`src/hdl/qdsc_pkg.sv`:
```
// Constants, register map and helpers of the encoder status and counter block
package qdsc_pkg;

    // ----------------------------------------
    // Bus geometry
    // ----------------------------------------
    localparam int ADDR_W = 8;

    // ----------------------------------------
    // Register byte offsets
    // ----------------------------------------
    localparam logic [7:0] OFS_INPUT_LINE_CONTROL = 8'h00;
    localparam logic [7:0] OFS_EVENT_STATUS_ENABLE = 8'h04;
    localparam logic [7:0] OFS_POSITION_COUNT_LOW = 8'h08;
    localparam logic [7:0] OFS_POSITION_COUNT_HIGH = 8'h0C;
    localparam logic [7:0] OFS_POSITION_HIGH_HOLD = 8'h10;
    localparam logic [7:0] OFS_SPEED_COUNT = 8'h14;
    localparam logic [7:0] OFS_MARKER_COUNT_LOW = 8'h18;
    localparam logic [7:0] OFS_MARKER_COUNT_HIGH = 8'h1C;
    localparam logic [7:0] OFS_MARKER_HIGH_HOLD = 8'h20;
    localparam logic [7:0] OFS_INIT_CAPTURE_HIGH = 8'h24;

    // ----------------------------------------
    // Register selectors
    // ----------------------------------------
    typedef enum logic [3:0] {
        SEL_IOC = 4'h0,
        SEL_STAT = 4'h1,
        SEL_POS_LOW = 4'h2,
        SEL_POS_HIGH = 4'h3,
        SEL_POS_HOLD = 4'h4,
        SEL_SPEED = 4'h5,
        SEL_MRK_LOW = 4'h6,
        SEL_MRK_HIGH = 4'h7,
        SEL_MRK_HOLD = 4'h8,
        SEL_ICH = 4'h9,
        SEL_NONE = 4'hF
    } qdsc_sel_t;

    // ----------------------------------------
    // Field positions
    // ----------------------------------------
    localparam int IOC_SWAP = 8;
    localparam int IOC_REF_INV = 7;
    localparam int IOC_MRK_INV = 6;
    localparam int IOC_B_INV = 5;
    localparam int IOC_A_INV = 4;
    localparam logic [15:0] IOC_WR_MASK = 16'hFFF0;
    localparam int ST_UPPER_F = 13;
    localparam int ST_UPPER_E = 12;
    localparam int ST_LOWER_F = 11;
    localparam int ST_LOWER_E = 10;
    localparam int ST_POSW_F = 9;
    localparam int ST_POSW_E = 8;
    localparam int ST_HOME_F = 7;
    localparam int ST_HOME_E = 6;
    localparam int ST_SPDW_F = 5;
    localparam int ST_SPDW_E = 4;
    localparam int ST_REF_F = 3;
    localparam int ST_REF_E = 2;
    localparam int ST_MRK_F = 1;
    localparam int ST_MRK_E = 0;
    localparam logic [15:0] ST_FLAG_MASK = 16'h2AAA;
    localparam logic [15:0] ST_EN_MASK = 16'h1555;

    // ----------------------------------------
    // Reset values and special counts
    // ----------------------------------------
    localparam logic [15:0] RST_WORD = 16'h0000;
    localparam logic [31:0] RST_DWORD = 32'h0000_0000;
    localparam logic [2:0] PI_HOME_A = 3'h3;
    localparam logic [2:0] PI_HOME_B = 3'h4;
    localparam logic [31:0] POS_WRAP_LO = 32'h7FFF_FFFF;
    localparam logic [31:0] POS_WRAP_HI = 32'h8000_0000;
    localparam logic [15:0] SPD_WRAP_LO = 16'h7FFF;
    localparam logic [15:0] SPD_WRAP_HI = 16'h8000;

    // ----------------------------------------
    // Helpers
    // ----------------------------------------
    function automatic logic [15:0] merge16(input logic [15:0] old_v, input logic [15:0] new_v,
                                            input logic [1:0] strb);
        logic [15:0] m;
        m = {{8{strb[1]}}, {8{strb[0]}}};
        return (old_v & ~m) | (new_v & m);
    endfunction : merge16

endpackage : qdsc_pkg

```
`src/hdl/qdsc_top.sv`:
```
// Encoder input status, event flags and position, speed and marker counters
//
// Contract
// - Reference status bit is the synced reference pin, inverted when its invert bit set.
// - Marker status bit is the synced marker pin, optionally inverted; read-only.
// - Phase B status takes pin B, or pin A when swapped, then optional inversion.
// - Phase A status takes pin A, or pin B when swapped, then optional inversion.
// - Upper compare flag sets while position is at or above upper compare value.
// - Lower compare flag sets while position is at or below lower compare value.
// - Marker event flag sets on a marker event and stays until cleared.
// - Marker flag requests an event only while its enable is one.
// - Reference event flag sets on a reference event; enable gates its request.
// - Homing flag sets on homing reinit only in position init modes 011 and 100.
// - Position count is 32 bits in two readable writable words, reset to zero.
// - Position high hold register buffers the high word for reads and writes.
// - Reading position low copies the high word into the hold register.
// - Writing position low loads hold into high word in the same cycle.
// - Position wrap flag sets on crossing between 7FFFFFFF and 80000000.
// - Speed count is 16 bits, read write; its wrap sets the speed wrap flag.
// - Marker count is 32 bits in two readable writable words, reset to zero.
// - Marker high hold register works like the position hold register.
// - Init capture high register holds bits 31 to 16, read write, reset zero.
`timescale 1ns/100ps
`default_nettype none
module qdsc_top (
    // Clock and reset
    input wire logic mclk,
    input wire logic srst,
    // APB slave
    input wire logic psel,
    input wire logic penable,
    input wire logic pwrite,
    input wire logic [qdsc_pkg::ADDR_W-1:0] paddr,
    input wire logic [31:0] pwdata,
    input wire logic [3:0] pstrb,
    output logic [31:0] prdata,
    output logic pready,
    output logic pslverr,
    // Encoder pins
    input wire logic phase_a_line,
    input wire logic phase_b_line,
    input wire logic revolution_marker_pin,
    input wire logic reference_switch_pin,
    // Decoder side, same clock
    input wire logic count_up,
    input wire logic count_down,
    input wire logic homing_reinit,
    input wire logic [2:0] position_init_select,
    input wire logic [31:0] upper_compare_value,
    input wire logic [31:0] lower_compare_value,
    // Outputs
    output logic phase_a_out,
    output logic phase_b_out,
    output logic event_request,
    output logic [15:0] init_capture_high
);
    // ----------------------------------------
    // Declarations
    // ----------------------------------------
    logic [3:0] pin_s;
    logic [15:0] ioc_q;
    logic [15:0] stat_q;
    logic [15:0] speed_count_q;
    logic [31:0] position_count;
    logic [15:0] position_high_hold;
    logic [31:0] marker_count;
    logic [15:0] marker_high_hold;
    logic phase_a_dec;
    logic phase_b_dec;
    logic marker_lvl;
    logic reference_lvl;
    logic marker_prev_q;
    logic reference_prev_q;
    logic marker_evt;
    logic reference_evt;
    logic [3:0] line_status;
    qdsc_pkg::qdsc_sel_t sel;
    logic sample;
    logic commit;
    logic [1:0] strb;
    logic wr_ioc, wr_stat, wr_pos_low, wr_pos_high, wr_pos_hold;
    logic wr_speed, wr_mrk_low, wr_mrk_high, wr_mrk_hold, wr_ich;
    logic snap_pos, snap_mrk;
    logic pos_wrap, spd_wrap, homing_ok;
    logic [15:0] set_vec;
    logic [15:0] clr_vec;
    logic [15:0] rd_word;
    logic step_up, step_dn;

    // ----------------------------------------
    // Address decode
    // ----------------------------------------
    function automatic qdsc_pkg::qdsc_sel_t decode(input logic [qdsc_pkg::ADDR_W-1:0] a);
        if (a == qdsc_pkg::OFS_INPUT_LINE_CONTROL) begin
            return qdsc_pkg::SEL_IOC;
        end else if (a == qdsc_pkg::OFS_EVENT_STATUS_ENABLE) begin
            return qdsc_pkg::SEL_STAT;
        end else if (a == qdsc_pkg::OFS_POSITION_COUNT_LOW) begin
            return qdsc_pkg::SEL_POS_LOW;
        end else if (a == qdsc_pkg::OFS_POSITION_COUNT_HIGH) begin
            return qdsc_pkg::SEL_POS_HIGH;
        end else if (a == qdsc_pkg::OFS_POSITION_HIGH_HOLD) begin
            return qdsc_pkg::SEL_POS_HOLD;
        end else if (a == qdsc_pkg::OFS_SPEED_COUNT) begin
            return qdsc_pkg::SEL_SPEED;
        end else if (a == qdsc_pkg::OFS_MARKER_COUNT_LOW) begin
            return qdsc_pkg::SEL_MRK_LOW;
        end else if (a == qdsc_pkg::OFS_MARKER_COUNT_HIGH) begin
            return qdsc_pkg::SEL_MRK_HIGH;
        end else if (a == qdsc_pkg::OFS_MARKER_HIGH_HOLD) begin
            return qdsc_pkg::SEL_MRK_HOLD;
        end else if (a == qdsc_pkg::OFS_INIT_CAPTURE_HIGH) begin
            return qdsc_pkg::SEL_ICH;
        end else begin
            return qdsc_pkg::SEL_NONE;
        end
    endfunction : decode

    // ----------------------------------------
    // Pin synchronisation and line status
    // ----------------------------------------
    qdsc_sync #(.W(4)) u_sync (
        .mclk(mclk),
        .srst(srst),
        .async_in({reference_switch_pin, revolution_marker_pin, phase_b_line, phase_a_line}),
        .sync_out(pin_s)
    );

    assign phase_a_dec = (ioc_q[qdsc_pkg::IOC_SWAP] ? pin_s[1] : pin_s[0])
                         ^ ioc_q[qdsc_pkg::IOC_A_INV];
    assign phase_b_dec = (ioc_q[qdsc_pkg::IOC_SWAP] ? pin_s[0] : pin_s[1])
                         ^ ioc_q[qdsc_pkg::IOC_B_INV];
    assign marker_lvl = pin_s[2] ^ ioc_q[qdsc_pkg::IOC_MRK_INV];
    assign reference_lvl = pin_s[3] ^ ioc_q[qdsc_pkg::IOC_REF_INV];
    assign line_status = {reference_lvl, marker_lvl, phase_b_dec, phase_a_dec};
    assign marker_evt = marker_lvl && !marker_prev_q;
    assign reference_evt = reference_lvl && !reference_prev_q;

    always_ff @(posedge mclk) begin
        if (srst) begin
            marker_prev_q <= 1'b0;
            reference_prev_q <= 1'b0;
            phase_a_out <= 1'b0;
            phase_b_out <= 1'b0;
        end else begin
            marker_prev_q <= marker_lvl;
            reference_prev_q <= reference_lvl;
            phase_a_out <= phase_a_dec;
            phase_b_out <= phase_b_dec;
        end
    end

    // ----------------------------------------
    // APB handshake
    // ----------------------------------------
    assign sel = decode(paddr);
    assign sample = psel && penable && !pready;
    assign commit = psel && penable && pready;
    assign strb = pstrb[1:0];
    assign wr_ioc = commit && pwrite && (sel == qdsc_pkg::SEL_IOC);
    assign wr_stat = commit && pwrite && (sel == qdsc_pkg::SEL_STAT);
    assign wr_pos_low = commit && pwrite && (sel == qdsc_pkg::SEL_POS_LOW);
    assign wr_pos_high = commit && pwrite && (sel == qdsc_pkg::SEL_POS_HIGH);
    assign wr_pos_hold = commit && pwrite && (sel == qdsc_pkg::SEL_POS_HOLD);
    assign wr_speed = commit && pwrite && (sel == qdsc_pkg::SEL_SPEED);
    assign wr_mrk_low = commit && pwrite && (sel == qdsc_pkg::SEL_MRK_LOW);
    assign wr_mrk_high = commit && pwrite && (sel == qdsc_pkg::SEL_MRK_HIGH);
    assign wr_mrk_hold = commit && pwrite && (sel == qdsc_pkg::SEL_MRK_HOLD);
    assign wr_ich = commit && pwrite && (sel == qdsc_pkg::SEL_ICH);
    assign snap_pos = sample && !pwrite && (sel == qdsc_pkg::SEL_POS_LOW);
    assign snap_mrk = sample && !pwrite && (sel == qdsc_pkg::SEL_MRK_LOW);

    always_comb begin
        case (sel)
            qdsc_pkg::SEL_IOC: rd_word = {ioc_q[15:4], line_status};
            qdsc_pkg::SEL_STAT: rd_word = stat_q;
            qdsc_pkg::SEL_POS_LOW: rd_word = position_count[15:0];
            qdsc_pkg::SEL_POS_HIGH: rd_word = position_count[31:16];
            qdsc_pkg::SEL_POS_HOLD: rd_word = position_high_hold;
            qdsc_pkg::SEL_SPEED: rd_word = speed_count_q;
            qdsc_pkg::SEL_MRK_LOW: rd_word = marker_count[15:0];
            qdsc_pkg::SEL_MRK_HIGH: rd_word = marker_count[31:16];
            qdsc_pkg::SEL_MRK_HOLD: rd_word = marker_high_hold;
            qdsc_pkg::SEL_ICH: rd_word = init_capture_high;
            default: rd_word = qdsc_pkg::RST_WORD;
        endcase
    end

    always_ff @(posedge mclk) begin
        if (srst) begin
            pready <= 1'b0;
            pslverr <= 1'b0;
            prdata <= qdsc_pkg::RST_DWORD;
        end else if (sample) begin
            pready <= 1'b1;
            pslverr <= (sel == qdsc_pkg::SEL_NONE);
            prdata <= pwrite ? qdsc_pkg::RST_DWORD : {16'h0000, rd_word};
        end else begin
            pready <= 1'b0;
            pslverr <= 1'b0;
        end
    end

    // ----------------------------------------
    // Control registers
    // ----------------------------------------
    always_ff @(posedge mclk) begin
        if (srst) begin
            ioc_q <= qdsc_pkg::RST_WORD;
        end else if (wr_ioc) begin
            ioc_q <= qdsc_pkg::merge16(ioc_q, pwdata[15:0], strb) & qdsc_pkg::IOC_WR_MASK;
        end
    end

    always_ff @(posedge mclk) begin
        if (srst) begin
            init_capture_high <= qdsc_pkg::RST_WORD;
        end else if (wr_ich) begin
            init_capture_high <= qdsc_pkg::merge16(init_capture_high, pwdata[15:0], strb);
        end
    end

    // ----------------------------------------
    // Counters
    // ----------------------------------------
    assign step_up = count_up && !count_down;
    assign step_dn = count_down && !count_up;

    qdsc_count_pair u_position (
        .mclk(mclk),
        .srst(srst),
        .count_up(count_up),
        .count_down(count_down),
        .rd_snap(snap_pos),
        .wr_low(wr_pos_low),
        .wr_high(wr_pos_high),
        .wr_hold(wr_pos_hold),
        .wr_data(pwdata[15:0]),
        .wr_strb(strb),
        .count_q(position_count),
        .hold_q(position_high_hold)
    );

    qdsc_count_pair u_marker (
        .mclk(mclk),
        .srst(srst),
        .count_up(marker_evt),
        .count_down(1'b0),
        .rd_snap(snap_mrk),
        .wr_low(wr_mrk_low),
        .wr_high(wr_mrk_high),
        .wr_hold(wr_mrk_hold),
        .wr_data(pwdata[15:0]),
        .wr_strb(strb),
        .count_q(marker_count),
        .hold_q(marker_high_hold)
    );

    always_ff @(posedge mclk) begin
        if (srst) begin
            speed_count_q <= qdsc_pkg::RST_WORD;
        end else if (wr_speed) begin
            speed_count_q <= qdsc_pkg::merge16(speed_count_q, pwdata[15:0], strb);
        end else if (step_up) begin
            speed_count_q <= speed_count_q + 16'h0001;
        end else if (step_dn) begin
            speed_count_q <= speed_count_q - 16'h0001;
        end
    end

    // ----------------------------------------
    // Event flags and request
    // ----------------------------------------
    assign pos_wrap = !wr_pos_low && !wr_pos_high
                      && ((step_up && position_count == qdsc_pkg::POS_WRAP_LO)
                      || (step_dn && position_count == qdsc_pkg::POS_WRAP_HI));
    assign spd_wrap = !wr_speed && ((step_up && speed_count_q == qdsc_pkg::SPD_WRAP_LO)
                      || (step_dn && speed_count_q == qdsc_pkg::SPD_WRAP_HI));
    assign homing_ok = homing_reinit && (position_init_select == qdsc_pkg::PI_HOME_A
                       || position_init_select == qdsc_pkg::PI_HOME_B);

    always_comb begin
        set_vec = qdsc_pkg::RST_WORD;
        set_vec[qdsc_pkg::ST_UPPER_F] = $signed(position_count) >= $signed(upper_compare_value);
        set_vec[qdsc_pkg::ST_LOWER_F] = $signed(position_count) <= $signed(lower_compare_value);
        set_vec[qdsc_pkg::ST_POSW_F] = pos_wrap;
        set_vec[qdsc_pkg::ST_HOME_F] = homing_ok;
        set_vec[qdsc_pkg::ST_SPDW_F] = spd_wrap;
        set_vec[qdsc_pkg::ST_REF_F] = reference_evt;
        set_vec[qdsc_pkg::ST_MRK_F] = marker_evt;
        clr_vec = qdsc_pkg::RST_WORD;
        if (wr_stat) begin
            clr_vec = qdsc_pkg::ST_FLAG_MASK & ~qdsc_pkg::merge16(16'hFFFF, pwdata[15:0],
                      strb);
        end
    end

    always_ff @(posedge mclk) begin
        if (srst) begin
            stat_q <= qdsc_pkg::RST_WORD;
        end else begin
            stat_q <= (((stat_q & qdsc_pkg::ST_FLAG_MASK) & ~clr_vec) | set_vec)
                      | ((wr_stat ? qdsc_pkg::merge16(stat_q, pwdata[15:0], strb) : stat_q)
                      & qdsc_pkg::ST_EN_MASK);
        end
    end

    always_ff @(posedge mclk) begin
        if (srst) begin
            event_request <= 1'b0;
        end else begin
            event_request <= |(stat_q[13:0] & {stat_q[12:0], 1'b0} & qdsc_pkg::ST_FLAG_MASK[13:0]);
        end
    end
endmodule : qdsc_top
`default_nettype wire

```
`src/hdl/qdsc_sync.sv`:
```
// Two-stage synchroniser for asynchronous pin levels
`timescale 1ns/100ps
`default_nettype none
module qdsc_sync #(
    parameter int W = 4
) (
    // Clock and reset
    input wire logic mclk,
    input wire logic srst,
    // Levels
    input wire logic [W-1:0] async_in,
    output logic [W-1:0] sync_out
);
    logic [W-1:0] meta_q;

    always_ff @(posedge mclk) begin
        if (srst) begin
            meta_q <= '0;
            sync_out <= '0;
        end else begin
            meta_q <= async_in;
            sync_out <= meta_q;
        end
    end
endmodule : qdsc_sync
`default_nettype wire

```
`src/hdl/qdsc_count_pair.sv`:
```
// 32-bit counter split in two words with a high-word hold register
`timescale 1ns/100ps
`default_nettype none
module qdsc_count_pair (
    // Clock and reset
    input wire logic mclk,
    input wire logic srst,
    // Counting
    input wire logic count_up,
    input wire logic count_down,
    // Software access
    input wire logic rd_snap,
    input wire logic wr_low,
    input wire logic wr_high,
    input wire logic wr_hold,
    input wire logic [15:0] wr_data,
    input wire logic [1:0] wr_strb,
    // State
    output logic [31:0] count_q,
    output logic [15:0] hold_q
);
    always_ff @(posedge mclk) begin
        if (srst) begin
            count_q <= qdsc_pkg::RST_DWORD;
        end else if (wr_low) begin
            count_q <= {hold_q, qdsc_pkg::merge16(count_q[15:0], wr_data, wr_strb)};
        end else if (wr_high) begin
            count_q[31:16] <= qdsc_pkg::merge16(count_q[31:16], wr_data, wr_strb);
        end else if (count_up && !count_down) begin
            count_q <= count_q + 32'h0000_0001;
        end else if (count_down && !count_up) begin
            count_q <= count_q - 32'h0000_0001;
        end
    end

    always_ff @(posedge mclk) begin
        if (srst) begin
            hold_q <= qdsc_pkg::RST_WORD;
        end else if (wr_hold) begin
            hold_q <= qdsc_pkg::merge16(hold_q, wr_data, wr_strb);
        end else if (rd_snap) begin
            hold_q <= count_q[31:16];
        end
    end
endmodule : qdsc_count_pair
`default_nettype wire

```
`config.mk`:
```
export PLATFORM = sky130hd
export DESIGN_NAME = qdsc_top
export DESIGN_NICKNAME = d
export VERILOG_FILES = /design/src/hdl/qdsc_pkg.sv /design/src/hdl/qdsc_top.sv /design/src/hdl/qdsc_sync.sv /design/src/hdl/qdsc_count_pair.sv
export SDC_FILE = /design/constraint.sdc
export NUM_CORES = 1
export LEC_CHECK = 0
export BUFFER_PORTS_ARGS = -buffer_cell sky130_fd_sc_hd__buf_2
export CAP_MARGIN = 20
export CELL_PAD_IN_SITES_DETAIL_PLACEMENT = 1
export CELL_PAD_IN_SITES_GLOBAL_PLACEMENT = 2
export CORE_MARGIN = 4
export CORE_UTILIZATION = 38
export DETAILED_ROUTE_END_ITERATION = 8
export PLACE_DENSITY = 0.95
export SLEW_MARGIN = 15
export SYNTH_ARGS = -nofsm -noshare
export SYNTH_HDL_FRONTEND = slang
export SYNTH_HIERARCHICAL = 1
export SYNTH_SLANG_ARGS = --single-unit
```
`constraint.sdc`:
```
create_clock -name mclk -period 11.87 [get_ports mclk]
set_clock_uncertainty 0.1 [all_clocks]
set_input_delay 2.374 -clock mclk [delete_from_list [all_inputs] [get_ports mclk]]
set_output_delay 2.374 -clock mclk [all_outputs]
set_load 0.03 [all_outputs]
```
==> results.md <==
* **count of max-cap constraint violations** 0
* **Die Y-Extent** 205 um
* **detailed placement HPWL** 46800 um
* **FFs w/ async S/R, synth** 0%
* **number of antenna violations at the first check in global routing** 5
* **Setup crit end kind** flop
* **worst-case headroom to the max-slew limit** 31.0%
* **number of standard cells after synthesis** 1898
* **maximum buffer depth of the clock tree** 2
* **Post-synth EDFFs** 0
* **portion of the clock cycle consumed by the worst path in the final layout** 47.8%
* **proportion of layout cells with a drive suffix above 1** 11.4%
* **Routability Congestion** 0.945
* **overall power after layout** 0.00300 W
* **DRC violation count after routing** 0
* **result of the run** completed
* **number of search-and-repair iterations in the first detailed-routing pass** 5
* **post-DR vias/cell** 6.23
* **clock buffers created by TritonCTS** 17
* **count of input and output buffers** 141
* **source-to-sink clock delay at the later pin of the worst-skew pair** 450 ps
* **setup repair after global routing missed its margin** no
* **post-route minimum period** 5680 ps
* **filler-free cell count of the finished design** 2531
* **routed via count** 15.8k
* **DP Cell Count** 2498
* **TritonCTS clock tree** yes
* **cell taking the most area after synthesis** sky130_fd_sc_hd__dfxtp_1
* **initial core utilization** 38.4%
* **Crit Path Category** in -> reg
* **placeable core region** 0.0386 mm2
* **Worst R2R Path Depth** 15
* **die span in x** 205 um
* **Slew @ Worst Pin** 1040 ps
* **GRT Total Usage** 28.5%
* **Power Dens Cells** 182 mW/mm2
* **# setup viols final** 0
* **top area cells in the synthesized netlist** sky130_fd_sc_hd__dfxtp_1 (25%), sky130_fd_sc_hd__ha_1 (13%), sky130_fd_sc_hd__nor2_1 (5.1%), sky130_fd_sc_hd__a21oi_1 (4.7%), sky130_fd_sc_hd__mux2i_1 (4.7%)
* **wire per inst** 24.4 um
* **Crit path arrival time** 5910 ps
* **highest net fanout along the worst path** 12
* **clock transition at the registers of the reported paths** 70 ps
* **setup fix buffers added after clock tree synthesis** 0
* **number of stages on the worst hold path** 1
* **number of H-tree levels** 4
* **pin count of the biggest net entering global routing** 95
* **growth of design area from synthesis to finish** 11.5%
* **largest vdd supply drop** 0.0912 mV
* **total gr overflow** 0
* **layout net count** 2273
* **required time at the worst-slack endpoint** 12100 ps
* **hold-fix buffers at CTS** 0
* **post-cts sizing count** 0
* **max frequency** 176 MHz
* **commonest cells after routing, fill and taps aside** sky130_fd_sc_hd__nor2_1 (201), sky130_fd_sc_hd__dfxtp_1 (185), sky130_fd_sc_hd__nand2_1 (161)
* **worst hold slack** 345 ps
* **setup TNS** 0 ps
* **number of warnings printed during yosys synthesis** 6
* **Fill cells** 4870
* **number of core rows** 72
* **mean instance size in the synthesized netlist** 7.79 um2
* **total routed wirelength** 61700 um
* **max-slew violation count** 0
* **Worst Setup Start Kind** input pin
* **Post-DP Area** 0.0159 mm2
* **Hold WC Path Type** reg -> reg
* **post-synthesis instance area** 0.0148 mm2
* **clock net sink count** 185
* **wire length of the first global-routing pass** 93500 um
* **Initial DRC Count** 1618
* **Unique masters post-synth** 86
* **area of the die** 0.0422 mm2
* **number of hold violations in the final report** 0
* **final design instance area without fill** 0.0165 mm2
* **vias in the first global route** 15.9k
* **post-synth top area share** 25.0%
* **FF+latch count, synth** 185
* **predominant post-synthesis flop cell** sky130_fd_sc_hd__dfxtp_1
* **sequential area share after synthesis** 25.0%
* **count of nets left with antenna violations after detail routing** 0
* **Static Leak** 7.14 nW
* **Root Driver** sky130_fd_sc_hd__clkbuf_16
* **number of I/O pins** 176
* **most frequent standard cell in the layout excluding fill and tap cells** sky130_fd_sc_hd__nor2_1
## worst paths after layout
| path | startpoint | to | slack, ps |
|---|---|---|---|
| worst max register to register | flop | flop | 7440 |
| worst min register to register | u_sync/meta_q[3] | u_sync/sync_out[3] | 350 |
| worst min-delay path | u_sync/meta_q[3] | u_sync/sync_out[3] | 350 |
| worst max-delay path | paddr[4] | flop | 6190 |
## where the power goes
part,switching (W),internal [W]
clock network,0.000266,0.000295
logic,0.000888,0.000645
registers,0.000204,0.000705
total,0.00136,0.00164
## final cells by class
cell class / instances / area (um2) / area share [%]
clock inverter: 10 / 95.1 / 0.577
tap: 518 / 648 / 3.93
inverter: 93 / 349 / 2.12
antenna: 2 / 5.00 / 0.0303
multi-input combinational: 1548 / 10400 / 63.1
clock buffer: 21 / 450 / 2.73
sequential: 185 / 3700 / 22.5
timing repair buffer: 154 / 830 / 5.03
## per-stage QoR
step	setup WS [ps]	utilization, %
floorplan	6250	-
global placement	5930	41.3
detailed placement	5830	41.3
CTS	6290	42.8
global route	5920	42.8
finish	6190	42.8
## cells by family after synthesis
logic type,after synthesis,share of synthesized area (%)
XOR/XNOR,70,4.14
AND/OR/NAND/NOR,636,20.6
buffers and inverters,182,5.14
AO/OA/AOI/OAI,602,27.1
other,1,0.0253
multiplexers,71,4.97
adder cells (fa/ha/maj),151,12.9
flip-flops,185,25.0
## cells in the mapped netlist (12+ instances only)
| master | instances |
|---|---|
| sky130_fd_sc_hd__nor2_1 | 201 |
| sky130_fd_sc_hd__dfxtp_1 | 185 |
| sky130_fd_sc_hd__nand2_1 | 161 |
| sky130_fd_sc_hd__ha_1 | 148 |
| sky130_fd_sc_hd__a21oi_1 | 139 |
| sky130_fd_sc_hd__o21ai_0 | 108 |
| sky130_fd_sc_hd__inv_1 | 93 |
| sky130_fd_sc_hd__nor3_1 | 71 |
| sky130_fd_sc_hd__mux2i_1 | 69 |
| sky130_fd_sc_hd__o22ai_1 | 64 |
| sky130_fd_sc_hd__clkbuf_1 | 57 |
| sky130_fd_sc_hd__a22oi_1 | 51 |
| sky130_fd_sc_hd__xnor2_1 | 44 |
| sky130_fd_sc_hd__a21o_1 | 42 |
| sky130_fd_sc_hd__nand4_1 | 40 |
| sky130_fd_sc_hd__nand3_1 | 36 |
| sky130_fd_sc_hd__nor4_1 | 26 |
| sky130_fd_sc_hd__xor2_1 | 26 |
| sky130_fd_sc_hd__a31oi_1 | 23 |
| sky130_fd_sc_hd__nor2b_1 | 20 |
| sky130_fd_sc_hd__o21a_1 | 20 |
| sky130_fd_sc_hd__a211oi_1 | 17 |
| sky130_fd_sc_hd__and2_1 | 17 |
| sky130_fd_sc_hd__buf_4 | 16 |
| sky130_fd_sc_hd__o211ai_1 | 14 |
| sky130_fd_sc_hd__o21ai_1 | 12 |
## routing by layer
metal	track usage [%]	vias to the layer above	wire, um
met5	0	-	27
met2	45.3	606	27600
met4	9.19	4	2010
met3	5.17	145	4680
met1	39.4	7744	27400
li1	-	7264	-
## critical path, cell delays in order
cell and delay (ps):
sky130_fd_sc_hd__buf_2 250, sky130_fd_sc_hd__nor4b_2 530, sky130_fd_sc_hd__nand3_1 450, sky130_fd_sc_hd__nor2_1 910
sky130_fd_sc_hd__nor2_1 270, sky130_fd_sc_hd__nor2_1 200, sky130_fd_sc_hd__nand2_1 250, sky130_fd_sc_hd__nor2_1 160
sky130_fd_sc_hd__nor2_1 80, sky130_fd_sc_hd__nand4_1 130, sky130_fd_sc_hd__a21oi_1 50, sky130_fd_sc_hd__a41oi_1 170
sky130_fd_sc_hd__nand2_1 70
(Power assumes the default switching activity.)
